**src/dmarb_cfg.svh**
```systemverilog
// Register offsets, field positions, reset values and timing counts of the DMA arbiter block.
`ifndef DMARB_CFG_SVH
`define DMARB_CFG_SVH
// =============================================================
// Register map (byte addresses)
`define DMARB_OFS_BUS_MODE 12'h000
`define DMARB_OFS_IRQ_STATUS 12'h028
`define DMARB_OFS_OP_MODE 12'h030
`define DMARB_OFS_IRQ_MASK 12'h038
`define DMARB_OFS_ENGINE 12'h040
// =============================================================
// Field positions
`define DMARB_BM_SWRST 0
`define DMARB_BM_RXPRIO 1
`define DMARB_OM_THR_LO 14
`define DMARB_OM_THR_HI 15
`define DMARB_EN_RXRUN 0
`define DMARB_EN_TXRUN 1
// Implemented status bits: 0,1,2,3,5,6,7,8,9,10,11,13.
`define DMARB_IRQ_IMPL 32'h0000_2FEF
// =============================================================
// Reset values
`define DMARB_RST_BUS_MODE 32'h0000_0000
`define DMARB_RST_OP_MODE 32'h0000_0000
`define DMARB_RST_IRQ_MASK 32'h0000_0000
// =============================================================
// Reset sequence timing
`define DMARB_RST_SEQ_NS 1000
`define DMARB_CLK_NS 40
`define DMARB_RST_SEQ_CYC ((`DMARB_RST_SEQ_NS) / (`DMARB_CLK_NS))
`endif

```
**src/dmarb_pkg.sv**
```systemverilog
// Types shared by the DMA arbiter block.
package dmarb_pkg;
	// =============================================================
	// Reset sequencer states, Gray coded along the path.
	typedef enum logic [1:0] {
		DMARB_RS_RESET = 2'b00,
		DMARB_RS_RUN = 2'b01
	} dmarb_rst_st_t;
	// Grant owner.
	typedef enum logic [1:0] {
		DMARB_G_NONE = 2'b00,
		DMARB_G_RX = 2'b01,
		DMARB_G_TX = 2'b11
	} dmarb_grant_t;
	// DMA request inputs grouped together.
	typedef struct packed {
		logic tx_req;
		logic rx_req;
		logic tx_on_wire;
		logic rx_free_ok;
		logic tx_free_ok;
		logic rx_pkt_end;
		logic tx_pkt_end;
		logic burst_done;
	} dmarb_req_t;
	// APB slave signals toward the block.
	typedef struct packed {
		logic psel;
		logic penable;
		logic pwrite;
		logic [11:0] paddr;
		logic [31:0] pwdata;
	} dmarb_apb_req_t;
endpackage

```
**src/dmarb_top.sv**
```systemverilog
// Reset sequencer, DMA channel arbiter and interrupt status logic of the LAN controller.
//
// Chosen here: register access over APB and the placing of the registers.
`timescale 1ns/1ps
`include "dmarb_cfg.svh"

module dmarb_top #(
	parameter int RST_CYC = `DMARB_RST_SEQ_CYC
) (
	input wire logic clk_sys,
	input wire logic rst,
	input wire logic hw_rst_n,
	input wire dmarb_pkg::dmarb_apb_req_t apb_req,
	output logic [31:0] prdata,
	output logic pready,
	output logic pslverr,
	input wire dmarb_pkg::dmarb_req_t dma_in,
	input wire logic [31:0] irq_events,
	input wire logic [31:0] cfg_wdata,
	input wire logic cfg_we,
	output logic [31:0] cfg_rdata,
	output logic [1:0] dma_grant,
	output logic [1:0] op_thresh,
	output logic rx_running,
	output logic tx_running,
	output logic engine_reset,
	output logic desc_wb_en,
	output logic rst_busy,
	output logic irq_out
);
	import dmarb_pkg::*;

	// =============================================================
	// Reset sequencer
	localparam logic [5:0] RST_CNT = 6'(RST_CYC);
	dmarb_rst_st_t rst_st_ff, nxt_rst_st;
	logic [5:0] rst_cnt_ff, nxt_rst_cnt;
	logic hw_rst_ff, nxt_hw_rst;
	logic sw_rst_wr;
	logic soft_clear;

	// Pin or software bit starts the sequence; each new command reloads the count.
	always_comb begin
		nxt_rst_st = rst_st_ff;
		nxt_rst_cnt = rst_cnt_ff;
		nxt_hw_rst = ~hw_rst_n;
		if (~hw_rst_n || sw_rst_wr) begin
			nxt_rst_st = DMARB_RS_RESET;
			nxt_rst_cnt = RST_CNT;
		end else if (rst_st_ff == DMARB_RS_RESET) begin
			case (rst_cnt_ff)
				6'h00: nxt_rst_st = DMARB_RS_RUN;
				default: nxt_rst_cnt = rst_cnt_ff - 6'h01;
			endcase
		end
	end

	always_ff @(posedge clk_sys or posedge rst) begin
		if (rst) begin
			rst_st_ff <= DMARB_RS_RESET;
			rst_cnt_ff <= RST_CNT;
			hw_rst_ff <= 1'b1;
		end else begin
			rst_st_ff <= nxt_rst_st;
			rst_cnt_ff <= nxt_rst_cnt;
			hw_rst_ff <= nxt_hw_rst;
		end
	end

	// Any reset phase clears engines and host-visible registers.
	assign soft_clear = (rst_st_ff == DMARB_RS_RESET) || ~hw_rst_n || sw_rst_wr;
	assign rst_busy = (rst_st_ff == DMARB_RS_RESET);
	assign engine_reset = soft_clear;
	// Descriptor write-back is blocked so ownership may stay with the device.
	assign desc_wb_en = ~soft_clear;

	// =============================================================
	// APB slave; zero wait states, pslverr on unmapped addresses.
	logic wr_en, rd_en;
	logic [31:0] bus_mode_ff, nxt_bus_mode;
	logic [31:0] op_mode_ff, nxt_op_mode;
	logic [31:0] irq_mask_ff, nxt_irq_mask;
	logic [31:0] irq_status_ff, nxt_irq_status;
	logic [1:0] run_ff, nxt_run;
	logic [31:0] cfg_ff, nxt_cfg;
	logic [31:0] prdata_ff, nxt_prdata;
	logic mapped;
	logic clr_wr;

	assign wr_en = apb_req.psel && apb_req.penable && apb_req.pwrite;
	assign rd_en = apb_req.psel && apb_req.penable && ~apb_req.pwrite;
	assign sw_rst_wr = wr_en && (apb_req.paddr == `DMARB_OFS_BUS_MODE)
		&& apb_req.pwdata[`DMARB_BM_SWRST];
	assign pready = 1'b1;
	assign clr_wr = wr_en && (apb_req.paddr == `DMARB_OFS_IRQ_STATUS)
		&& ((apb_req.pwdata & `DMARB_IRQ_IMPL) != 32'h0000_0000);

	always_comb begin
		case (apb_req.paddr)
			`DMARB_OFS_BUS_MODE, `DMARB_OFS_IRQ_STATUS, `DMARB_OFS_OP_MODE,
			`DMARB_OFS_IRQ_MASK, `DMARB_OFS_ENGINE: mapped = 1'b1;
			default: mapped = 1'b0;
		endcase
	end
	assign pslverr = apb_req.psel && apb_req.penable && ~mapped;

	// Register writes, status set-over-clear, and read data capture.
	always_comb begin
		nxt_bus_mode = bus_mode_ff;
		nxt_op_mode = op_mode_ff;
		nxt_irq_mask = irq_mask_ff;
		nxt_run = run_ff;
		nxt_cfg = cfg_ff;
		nxt_prdata = 32'h0000_0000;
		// Hardware set wins over a same-cycle clear so no event is lost.
		nxt_irq_status = irq_status_ff;
		if (wr_en && apb_req.paddr == `DMARB_OFS_IRQ_STATUS) begin
			nxt_irq_status = irq_status_ff & ~apb_req.pwdata;
		end
		nxt_irq_status = (nxt_irq_status | irq_events) & `DMARB_IRQ_IMPL;
		if (wr_en) begin
			case (apb_req.paddr)
				`DMARB_OFS_BUS_MODE: nxt_bus_mode = apb_req.pwdata & 32'h0000_0002;
				`DMARB_OFS_OP_MODE: nxt_op_mode = apb_req.pwdata;
				`DMARB_OFS_IRQ_MASK: nxt_irq_mask = apb_req.pwdata & `DMARB_IRQ_IMPL;
				`DMARB_OFS_ENGINE: nxt_run = apb_req.pwdata[1:0];
				default: nxt_run = run_ff;
			endcase
		end
		if (rd_en) begin
			case (apb_req.paddr)
				`DMARB_OFS_BUS_MODE: nxt_prdata = bus_mode_ff;
				`DMARB_OFS_IRQ_STATUS: nxt_prdata = irq_status_ff;
				`DMARB_OFS_OP_MODE: nxt_prdata = op_mode_ff;
				`DMARB_OFS_IRQ_MASK: nxt_prdata = irq_mask_ff;
				`DMARB_OFS_ENGINE: nxt_prdata = {30'h0000_0000, run_ff};
				default: nxt_prdata = 32'h0000_0000;
			endcase
		end
		if (soft_clear) begin
			nxt_bus_mode = `DMARB_RST_BUS_MODE;
			nxt_op_mode = `DMARB_RST_OP_MODE;
			nxt_irq_mask = `DMARB_RST_IRQ_MASK;
			nxt_irq_status = 32'h0000_0000;
			nxt_run = 2'b00;
		end
		// Configuration space only follows the pin reset, not the software bit.
		if (cfg_we) begin
			nxt_cfg = cfg_wdata;
		end
		if (~hw_rst_n) begin
			nxt_cfg = 32'h0000_0000;
		end
	end

	always_ff @(posedge clk_sys or posedge rst) begin
		if (rst) begin
			bus_mode_ff <= `DMARB_RST_BUS_MODE;
			op_mode_ff <= `DMARB_RST_OP_MODE;
			irq_mask_ff <= `DMARB_RST_IRQ_MASK;
			irq_status_ff <= 32'h0000_0000;
			run_ff <= 2'b00;
			cfg_ff <= 32'h0000_0000;
			prdata_ff <= 32'h0000_0000;
		end else begin
			bus_mode_ff <= nxt_bus_mode;
			op_mode_ff <= nxt_op_mode;
			irq_mask_ff <= nxt_irq_mask;
			irq_status_ff <= nxt_irq_status;
			run_ff <= nxt_run;
			cfg_ff <= nxt_cfg;
			prdata_ff <= nxt_prdata;
		end
	end

	// Read data is driven straight from the registers during the access; prdata_ff holds it for one cycle afterwards.
	assign prdata = rd_en ? nxt_prdata : prdata_ff;
	assign cfg_rdata = cfg_ff;
	assign op_thresh = op_mode_ff[`DMARB_OM_THR_HI:`DMARB_OM_THR_LO];
	assign rx_running = run_ff[`DMARB_EN_RXRUN];
	assign tx_running = run_ff[`DMARB_EN_TXRUN];

	// =============================================================
	// DMA arbiter; grant holds until burst_done or a reset phase.
	dmarb_grant_t grant_ff, nxt_grant;
	logic tx_owed_ff, nxt_tx_owed;
	logic rx_owed_ff, nxt_rx_owed;
	logic txr, rxr;
	logic tx_due, rx_due;

	// Requests only count while the engines run and no reset is pending.
	assign txr = dma_in.tx_req && tx_running && ~soft_clear;
	assign rxr = dma_in.rx_req && rx_running && ~soft_clear;
	// A packet end beside burst_done already owes the very next burst to the other side.
	assign tx_due = tx_owed_ff || dma_in.rx_pkt_end;
	assign rx_due = rx_owed_ff || dma_in.tx_pkt_end;

	always_comb begin
		nxt_grant = grant_ff;
		nxt_tx_owed = tx_owed_ff;
		nxt_rx_owed = rx_owed_ff;
		// A packet end owes the other side one burst window.
		if (dma_in.rx_pkt_end) nxt_tx_owed = 1'b1;
		if (dma_in.tx_pkt_end) nxt_rx_owed = 1'b1;
		if (grant_ff == DMARB_G_NONE || dma_in.burst_done) begin
			nxt_grant = DMARB_G_NONE;
			if (txr && rxr) begin
				if (tx_due) begin
					nxt_grant = DMARB_G_TX;
				end else if (rx_due) begin
					nxt_grant = DMARB_G_RX;
				end else if (!bus_mode_ff[`DMARB_BM_RXPRIO]) begin
					nxt_grant = DMARB_G_TX;
				end else if (!dma_in.tx_on_wire) begin
					nxt_grant = DMARB_G_RX;
				end else if (dma_in.rx_free_ok && dma_in.tx_free_ok) begin
					nxt_grant = DMARB_G_RX;
				end else begin
					nxt_grant = DMARB_G_TX;
				end
			end else if (rxr) begin
				nxt_grant = DMARB_G_RX;
			end else if (txr) begin
				nxt_grant = DMARB_G_TX;
			end
			if (nxt_grant == DMARB_G_TX) nxt_tx_owed = 1'b0;
			if (nxt_grant == DMARB_G_RX) nxt_rx_owed = 1'b0;
		end
		if (soft_clear) begin
			nxt_grant = DMARB_G_NONE;
			nxt_tx_owed = 1'b0;
			nxt_rx_owed = 1'b0;
		end
	end

	always_ff @(posedge clk_sys or posedge rst) begin
		if (rst) begin
			grant_ff <= DMARB_G_NONE;
			tx_owed_ff <= 1'b0;
			rx_owed_ff <= 1'b0;
		end else begin
			grant_ff <= nxt_grant;
			tx_owed_ff <= nxt_tx_owed;
			rx_owed_ff <= nxt_rx_owed;
		end
	end

	assign dma_grant = grant_ff;

	// =============================================================
	// Interrupt line: masked OR, dropped one cycle after a clearing write.
	logic irq_ff, nxt_irq;
	logic clr_seen_ff;
	logic pend;

	assign pend = |(irq_status_ff & irq_mask_ff);
	// A clearing write makes a one-cycle gap so an edge-sensitive host sees a new interrupt.
	always_comb begin
		nxt_irq = pend && ~clr_seen_ff && ~soft_clear;
	end

	always_ff @(posedge clk_sys or posedge rst) begin
		if (rst) begin
			irq_ff <= 1'b0;
			clr_seen_ff <= 1'b0;
		end else begin
			irq_ff <= nxt_irq;
			clr_seen_ff <= clr_wr;
		end
	end

	assign irq_out = irq_ff;
endmodule
```
**config.mk**
```make
export PLATFORM = sky130hd
export DESIGN_NAME = dmarb_top
export DESIGN_NICKNAME = d
export VERILOG_FILES = /design/src/dmarb_pkg.sv /design/src/dmarb_top.sv
export VERILOG_INCLUDE_DIRS = /design/src
export SDC_FILE = /design/constraint.sdc
export NUM_CORES = 1
export LEC_CHECK = 0
export ABC_CLOCK_PERIOD_IN_PS = 6100
export BUFFER_PORTS_ARGS = -buffer_cell sky130_fd_sc_hd__buf_2
export CORE_MARGIN = 2
export CORE_UTILIZATION = 50
export CTS_BUF_LIST = sky130_fd_sc_hd__clkbuf_4
export DETAILED_ROUTE_END_ITERATION = 8
export PLACE_DENSITY = 0.82
export SLEW_MARGIN = 25
export SYNTH_ARGS = -nofsm -noshare
export SYNTH_HDL_FRONTEND = slang
export SYNTH_SLANG_ARGS = --single-unit
```
**constraint.sdc**
```tcl
create_clock -name clk_sys -period 6.1 [get_ports clk_sys]
set_input_delay 0.915 -clock clk_sys [delete_from_list [all_inputs] [get_ports clk_sys]]
set_output_delay 0.915 -clock clk_sys [all_outputs]
set_load 0.005 [all_outputs]
```
==> run_results.csv, run 1 <==
group,metric,value,unit
detailed_routing,route.detailed.drc,0,
job,cap_violations,0,
sta,setup_viol,0,
floorplanning,die_x,117,um
detailed_routing,dr.pass1.iters,5,
sta,min_period_over_period,65.3,%
clock_tree,clkTransAtPathRegs,0.11,ns
global_route,gr-usage-met3,6.69,%
clock_tree,cts.path.max_buffers,2,
sta,worst_slew_pin_slew,0.921,ns
global_route,grt.total_usage,24.5,%
setup_path,startpoint,"apb_req[33]",
sta,hold_viol_final,0,
global_route,top_usage_layer,"met2",
sta,rsz0062_at_grt,"no",
floorplanning,rows,41,
synthesis,async_flop_share,100,%
clock_tree,clkLatencyLatePin,0.57,ns
setup_path,crit_arrival,3.07,ns
detailed_routing,drt_iter0_markers,436,
setup_path,crit_required,5.18,ns
pwr,seqPwrFrac,56.7,%
cells_and_area,num_antenna_cells,0,
clock_tree,numCtsBuffers,17,
pwr,p_clk_share,34.7,%
setup_path,reg2reg_to,"rst_cnt_ff[3]$_DFFE_PP1P_",
cells_and_area,area_delta_synth_final,18.2,%
setup_path,cp-end-kind,"output pin",
sta,maxSlewHeadroom,38.6,%
cells_and_area,final_cell_mix,"buf_2 (177), dfrtp_1 (133), nor2_1 (64), o21ai_0 (59), a21oi_1 (51)",
min_path,hold_class,"register to register",
pwr,p_int,0.00122,W
sta,fmax,251,MHz
setup_path,cp-start-kind,"input pin",
sta,period_needed,3.99,ns
cells_and_area,final_common_cell,"buf_2",
pwr,max-vdd-ir-drop,124,uV
global_route,use_met2,40.4,%
global_route,grt_pass1_wl,25.8,mm
floorplanning,die_y,117,um
synthesis,synth_edf_count,0,
global_route,grt_max_degree,73,
clock_tree,cts_resized,0,
detailed_routing,ant_nets,0,
synthesis,synth_warnings,0,
synthesis,ys_types,53,
sta,setup_tns,0,ns
detailed_routing,finalWirelength,16.4,mm
global_route,grt_pass1_vias,5165,
global_route,antenna_found_initial,0,
global_route,use_met1,31.1,%
setup_path,worst-r2r-cell-count,6,
global_route,grt_overflow_total,0,
floorplanning,core_area,12600,um2
min_path,holdPathStages,1,
placed_design,gp_congestion,0.843,
min_path,min_to,"irq_out$_DFF_PP0_",
floorplanning,dieArea,13700,um2
pwr,p_per_area,216,nW/um2
detailed_routing,num_vias,5532,
clock_tree,cts_max_level,4,
pwr,p_leak,3.64,nW
synthesis,syn-mean-instance-area,10.0,um2
clock_tree,cts.sink_count,136,
setup_path,cp_slowest_cell,"a2111o_1",
setup_path,cp_common_cell,"buf_2",
sta,fin_skew,0.0134,ns
setup_path,ff2ff_setup_slack,4.27,ns
synthesis,synth-seq-cells,136,
synthesis,ys_seq_area_share,53.3,%
clock_tree,hold_buffers,0,
synthesis,ys.flop_type,"dfrtp_1",
pwr,switching_share,25.7,%
cells_and_area,finalNetCount,908,
detailed_routing,drt-vias-per-instance,5.72,
status,status,"finished clean",
placed_design,port_buffers,177,
floorplanning,pin_count,199,
clock_tree,cts_tree,"yes",
clock_tree,cts-root-buf,"clkbuf_4",
sta,drv_slew,0,
pwr,power,0.00164,W
synthesis,synthCells,636,
setup_path,crit_chain,"buf_2 > nor4_1 > nand2_1 > a2111o_1 > o21ai_0 > buf_2",
min_path,hold_start,"clr_seen_ff$_DFF_PP0_",
synthesis,synth_nets,761,
setup_path,critPathMaxFanout,24,
floorplanning,start_util,50.9,%
clock_tree,post_cts_buffers,0,
pwr,p_switching,0.000420,W
setup_path,critPathKind,"input pin to output pin",
pwr,pwr-share-comb,8.7,%
cells_and_area,drive_gt1_share,30.7,%
detailed_routing,wl_per_cell,16.9,um
synthesis,netlist_area,6390,um2
setup_path,slowest_delay,0.71,ns
setup_path,regToRegStartpoint,"rst_cnt_ff[0]$_DFFE_PP1P_",
placed_design,hpwl,11.0,mm
==> registers in the layout, indices dropped and copies added, names as in the netlist, 2 cells and up <==
register and cells:
rst_cnt_ff 6, dma_grant 2, op_mode_ff 32, run_ff 2, irq_status_ff 12, cfg_rdata 32
irq_mask_ff 12, prdata_ff 32
==> critical path, delay by kind of cell <==
family	cells	cell delay, ns
AO/OA/AOI/OAI	2	1.02
AND/OR/NAND/NOR	2	0.85
buffers and inverters	2	0.29
==> power groups by stage <==
stage | clock network, W | logic (W) | registers (W)
floorplan | 0 | 0.0000698 | 0.000945
global placement | 0 | 0.000138 | 0.000943
detailed placement | 0 | 0.000142 | 0.000944
CTS | 0.000578 | 0.000143 | 0.000927
global route | 0.000618 | 0.000158 | 0.000930
finish | 0.000567 | 0.000142 | 0.000927
==> worst max-delay path by stage <==
| stage | endpoint | slack [ns] | cells after the start |
|---|---|---|---|
| 2_1_floorplan | bus_mode_ff[1]$_DFFE_PP0P_ | 1.55 | 1 |
| 3_3_place_gp | prdata[10] | 1.84 | 6 |
| 3_5_place_dp | prdata[2] | 2.16 | 6 |
| 4_1_cts | prdata[2] | 2.14 | 6 |
| 5_1_grt | prdata[0] | 1.96 | 6 |
| 6_report | prdata[2] | 2.11 | 6 |
==> area by class of cell <==
type                            instances  area [um2]
Fill cell                            1080        5010
Sequential cell                       136        3410
Multi-Input combinational cell        423        2660
Timing Repair Buffer                  183         931
Tap cell                              172         215
Clock buffer                           19         143
Clock inverter                         12         110
Inverter                               22        85.1
==> Yosys cell counts (4+ instances only) <==
cell      instances  share of area [%]
nor2_1           65                3.8
mux2_2           12                2.1
o21ai_0          59                4.6
dfrtp_1         133                 52
and2_1           21                2.1
buf_1             6               0.35
a311oi_1         14                1.9
nand2_1          21                1.2
nand3_1          40                3.1
a22o_1           21                2.9
inv_1            22                1.3
a22oi_1          14                1.6
mux2i_1          32                5.0
a211oi_1          4               0.47
nor3_1            5               0.39
nand4_1          14                1.4
buf_2            16                1.3
nor4_1            5               0.49
a21oi_1          51                4.0
buf_4             5               0.59
clkbuf_1         25                1.5
==> routing by layer <==
metal | routed length (um) | vias to the layer above | share of wire [%]
li1 | - | 2583 | -
met4 | 394 | 0 | 2.4
met1 | 6770 | 2659 | 41
met2 | 8000 | 253 | 49
met5 | 0 | - | 0
met3 | 1210 | 37 | 7.4
==> cells by family (layout without fill, tap and decap cells) <==
logic type               after synthesis  in the layout  synth area share, %
AO/OA/AOI/OAI                        179            179                 17.6
XOR/XNOR                               3              3                0.411
adder cells (fa/ha/maj)                2              2                0.391
buffers and inverters                 77            236                 5.48
flip-flops                           136            136                 53.3
multiplexers                          44             44                 7.13
other                                  1              1               0.0587
AND/OR/NAND/NOR                      194            194                 15.6
==> metrics by stage <==
step | instances | hold slack, ns | utilization, % | instance area (um2) | setup slack [ns]
finish | 967 | 0.437 | 60.1 | 7550 | 2.11
global route | 967 | 0.435 | 60.1 | 7550 | 1.96
CTS | 967 | 0.432 | 60.1 | 7550 | 2.14
detailed placement | 936 | 0.411 | 58.1 | 7300 | 2.16
global placement | 936 | 0.414 | 58.0 | 7290 | 1.84
floorplan | 636 | 0.378 | - | 6390 | 1.55
No activity file was read; power rests on OpenSTA's default activity.
==> inputs of run 2 (changes only) <==
--- a/config.mk
+++ b/config.mk
@@ -6,7 +6,8 @@
 export SDC_FILE = /design/constraint.sdc
 export NUM_CORES = 1
 export LEC_CHECK = 0
-export ABC_CLOCK_PERIOD_IN_PS = 6100
+export ABC_AREA = 1
+export ABC_CLOCK_PERIOD_IN_PS = 3710
 export BUFFER_PORTS_ARGS = -buffer_cell sky130_fd_sc_hd__buf_2
 export CORE_MARGIN = 2
 export CORE_UTILIZATION = 50
==> constraint.sdc (replaced) <==
create_clock -name clk_sys -period 3.71 [get_ports clk_sys]
set_input_delay 0.5565 -clock clk_sys [delete_from_list [all_inputs] [get_ports clk_sys]]
set_output_delay 0.5565 -clock clk_sys [all_outputs]
set_load 0.005 [all_outputs]
==> run 2 against run 1 <==
Worst setup slack worse by 1.2 ns. Sequential share of layout area is 2.4 points lower. Sequential power is 65% higher. Critical path type unchanged.
==> run_results.csv, run 2 <==
group,metric,value,unit
cells_and_area,fin_area,7990,um2
synthesis,synth-seq-cells,136,
clock_tree,post_cts_buffers,0,
cells_and_area,final_cell_mix,"nand2_1 (266), buf_2 (177), nand3_1 (170), dfrtp_1 (133), inv_1 (78)",
setup_path,critPathMaxFanout,26,
detailed_routing,dr.pass1.iters,7,
floorplanning,pin_count,199,
synthesis,synth_nets,1016,
setup_path,crit_arrival,2.21,ns
cells_and_area,utilization,60.3,%
sta,fin_skew,0.0102,ns
synthesis,yosys.area.top_type_share,49.0,%
global_route,antenna_found_initial,2,
global_route,grt_overflow_total,0,
setup_path,critPathKind,"input pin to output pin",
cells_and_area,fill_cells,1235,
sta,worst_slew_pin_slew,0.956,ns
clock_tree,hold_buffers,1,
global_route,grt_max_degree,66,
placed_design,gp_congestion,0.876,
synthesis,ys_seq_area_share,50.1,%
floorplanning,core_area,13200,um2
sta,hold_ws,0.220,ns
cells_and_area,drive_gt1_share,24.0,%
sta,fmax,362,MHz
cells_and_area,seqCellArea,3410,um2
pwr,max-vdd-ir-drop,216,uV
setup_path,cp-end-kind,"output pin",
floorplanning,start_util,51.3,%
sta,setup_tns,0,ns
status,status,"finished clean",
cells_and_area,area_delta_synth_final,17.5,%
sta,hold_viol_final,0,
floorplanning,die_x,121,um
sta,setup_viol,0,
floorplanning,die_y,121,um
pwr,p_leak,4.48,nW
synthesis,async_flop_share,100,%
floorplanning,dieArea,14500,um2
detailed_routing,finalWirelength,17.9,mm
cells_and_area,multiInputGateArea,2810,um2
detailed_routing,num_vias,6495,
global_route,grt.total_usage,25.7,%
synthesis,netlist_top_cells_count,"nand2_1 (266), nand3_1 (170), dfrtp_1 (133)",
min_path,hold_class,"input pin to register",
detailed_routing,route.detailed.drc,0,
detailed_routing,drt-vias-per-instance,5.26,
clock_tree,cts_max_level,4,
placed_design,dpl_cell_area,7780,um2
placed_design,port_buffers,177,
cells_and_area,finalNetCount,1174,
cells_and_area,final_common_cell,"nand2_1",
clock_tree,cts-root-buf,"clkbuf_4",
synthesis,synthCells,891,
sta,maxSlewHeadroom,35.9,%
detailed_routing,drt_iter0_markers,565,
setup_path,crit_required,3.15,ns
clock_tree,cts_resized,0,
floorplanning,rows,42,
clock_tree,clkLatencyLatePin,0.55,ns
synthesis,synth_top_area_cell,"dfrtp_1",
global_route,grt_pass1_wl,29.8,mm
detailed_routing,ant_nets,0,
synthesis,ys_types,30,
synthesis,synth_warnings,0,
sta,min_period_over_period,74.5,%
placed_design,hpwl,12.9,mm
synthesis,synth_edf_count,0,
clock_tree,numCtsBuffers,17,
synthesis,ys.flop_type,"dfrtp_1",
clock_tree,clkTransAtPathRegs,0.11,ns
global_route,grt_pass1_vias,6150,
synthesis,syn-mean-instance-area,7.63,um2
clock_tree,cts.sink_count,136,
pwr,p_per_area,316,nW/um2
clock_tree,cts_tree,"yes",
setup_path,cp-start-kind,"input pin",
synthesis,yosysMostFrequentCell,"nand2_1",
sta,rsz0062_at_grt,"no",
sta,period_needed,2.76,ns
sta,drv_slew,0,
detailed_routing,wl_per_cell,14.5,um
synthesis,netlist_area,6800,um2
job,cap_violations,0,
clock_tree,cts.path.max_buffers,2,
synthesis,synth_area_leaders,"dfrtp_1 (49%), nand2_1 (15%), nand3_1 (13%)",
## run 2: path summary, 6_finish.rpt
check                                         startpoint                         end  slack (ns)  cells after the start
min in group asynchronous                            rst  op_mode_ff[30]$_DFFE_PP0P_        0.54                      3
worst max-delay path                         apb_req[41]                  prdata[29]        0.95                      9
worst min-delay path                       irq_events[1]  irq_status_ff[1]$_DFF_PP0_        0.22                      3
worst max register to register  rst_st_ff[0]$_DFFE_PP0P_           irq_out$_DFF_PP0_        2.01                      7
max in group asynchronous                            rst   rst_cnt_ff[3]$_DFFE_PP1P_        2.52                      4
worst min register to register     clr_seen_ff$_DFF_PP0_           irq_out$_DFF_PP0_        0.46                      1
## run 2: cell type report
cell class | instances | share of cell area [%]
sequential | 136 | 42.7
inverter | 86 | 4.09
tap | 176 | 2.76
clock buffer | 21 | 1.97
timing repair buffer | 191 | 12.9
multi-input combinational | 617 | 35.2
clock inverter | 7 | 0.423
antenna | 1 | 0.0313
## run 2: metal layers
| layer | GRT usage (%) | routed length [um] | vias to the layer above |
|---|---|---|---|
| met5 | 0 | 13 | - |
| met4 | 7.56 | 284 | 2 |
| met3 | 7.22 | 1770 | 30 |
| met2 | 40.5 | 8270 | 299 |
| met1 | 34.8 | 7580 | 2998 |
| li1 | - | - | 3166 |
## run 2: logic make-up after synthesis
| kind of cell | count (synthesis) | synth area share [%] |
|---|---|---|
| buffers and inverters | 138 | 8.58 |
| AOI/OAI and AO/OA | 47 | 3.57 |
| and+or+nand+nor | 565 | 37.1 |
| other | 1 | 0.0552 |
| DFF | 136 | 50.1 |
| adders and majority gates | 2 | 0.368 |
| xor gates and xnor gates | 2 | 0.258 |
## run 2: metrics by stage
| stage | setup WS, ns | power, W | instances |
|---|---|---|---|
| floorplan | 1.46 | 0.00166 | 891 |
| global placement | 0.993 | 0.00178 | 1204 |
| detailed placement | 0.964 | 0.00179 | 1205 |
| CTS | 0.969 | 0.00254 | 1234 |
| global route | 0.767 | 0.00264 | 1235 |
| finish | 0.946 | 0.00252 | 1235 |
## run 2: worst max-delay path, cell delays in order
cell	delay, ns
buf_2	0.10
nor2_1	0.12
nand2_2	0.17
nor2_8	0.21
nand2_2	0.17
inv_2	0.42
nand4_1	0.20
nand2_1	0.13
buf_2	0.12
## run 2: power breakdown
| group | internal, W | total (W) | switching, W | leakage [nW] |
|---|---|---|---|---|
| clock network | 0.000269 | 0.000766 | 0.000497 | 0.113 |
| registers | 0.00151 | 0.00153 | 0.0000167 | 1.87 |
| logic | 0.0000894 | 0.000233 | 0.000144 | 2.50 |
| total | 0.00187 | 0.00252 | 0.000657 | 4.48 |
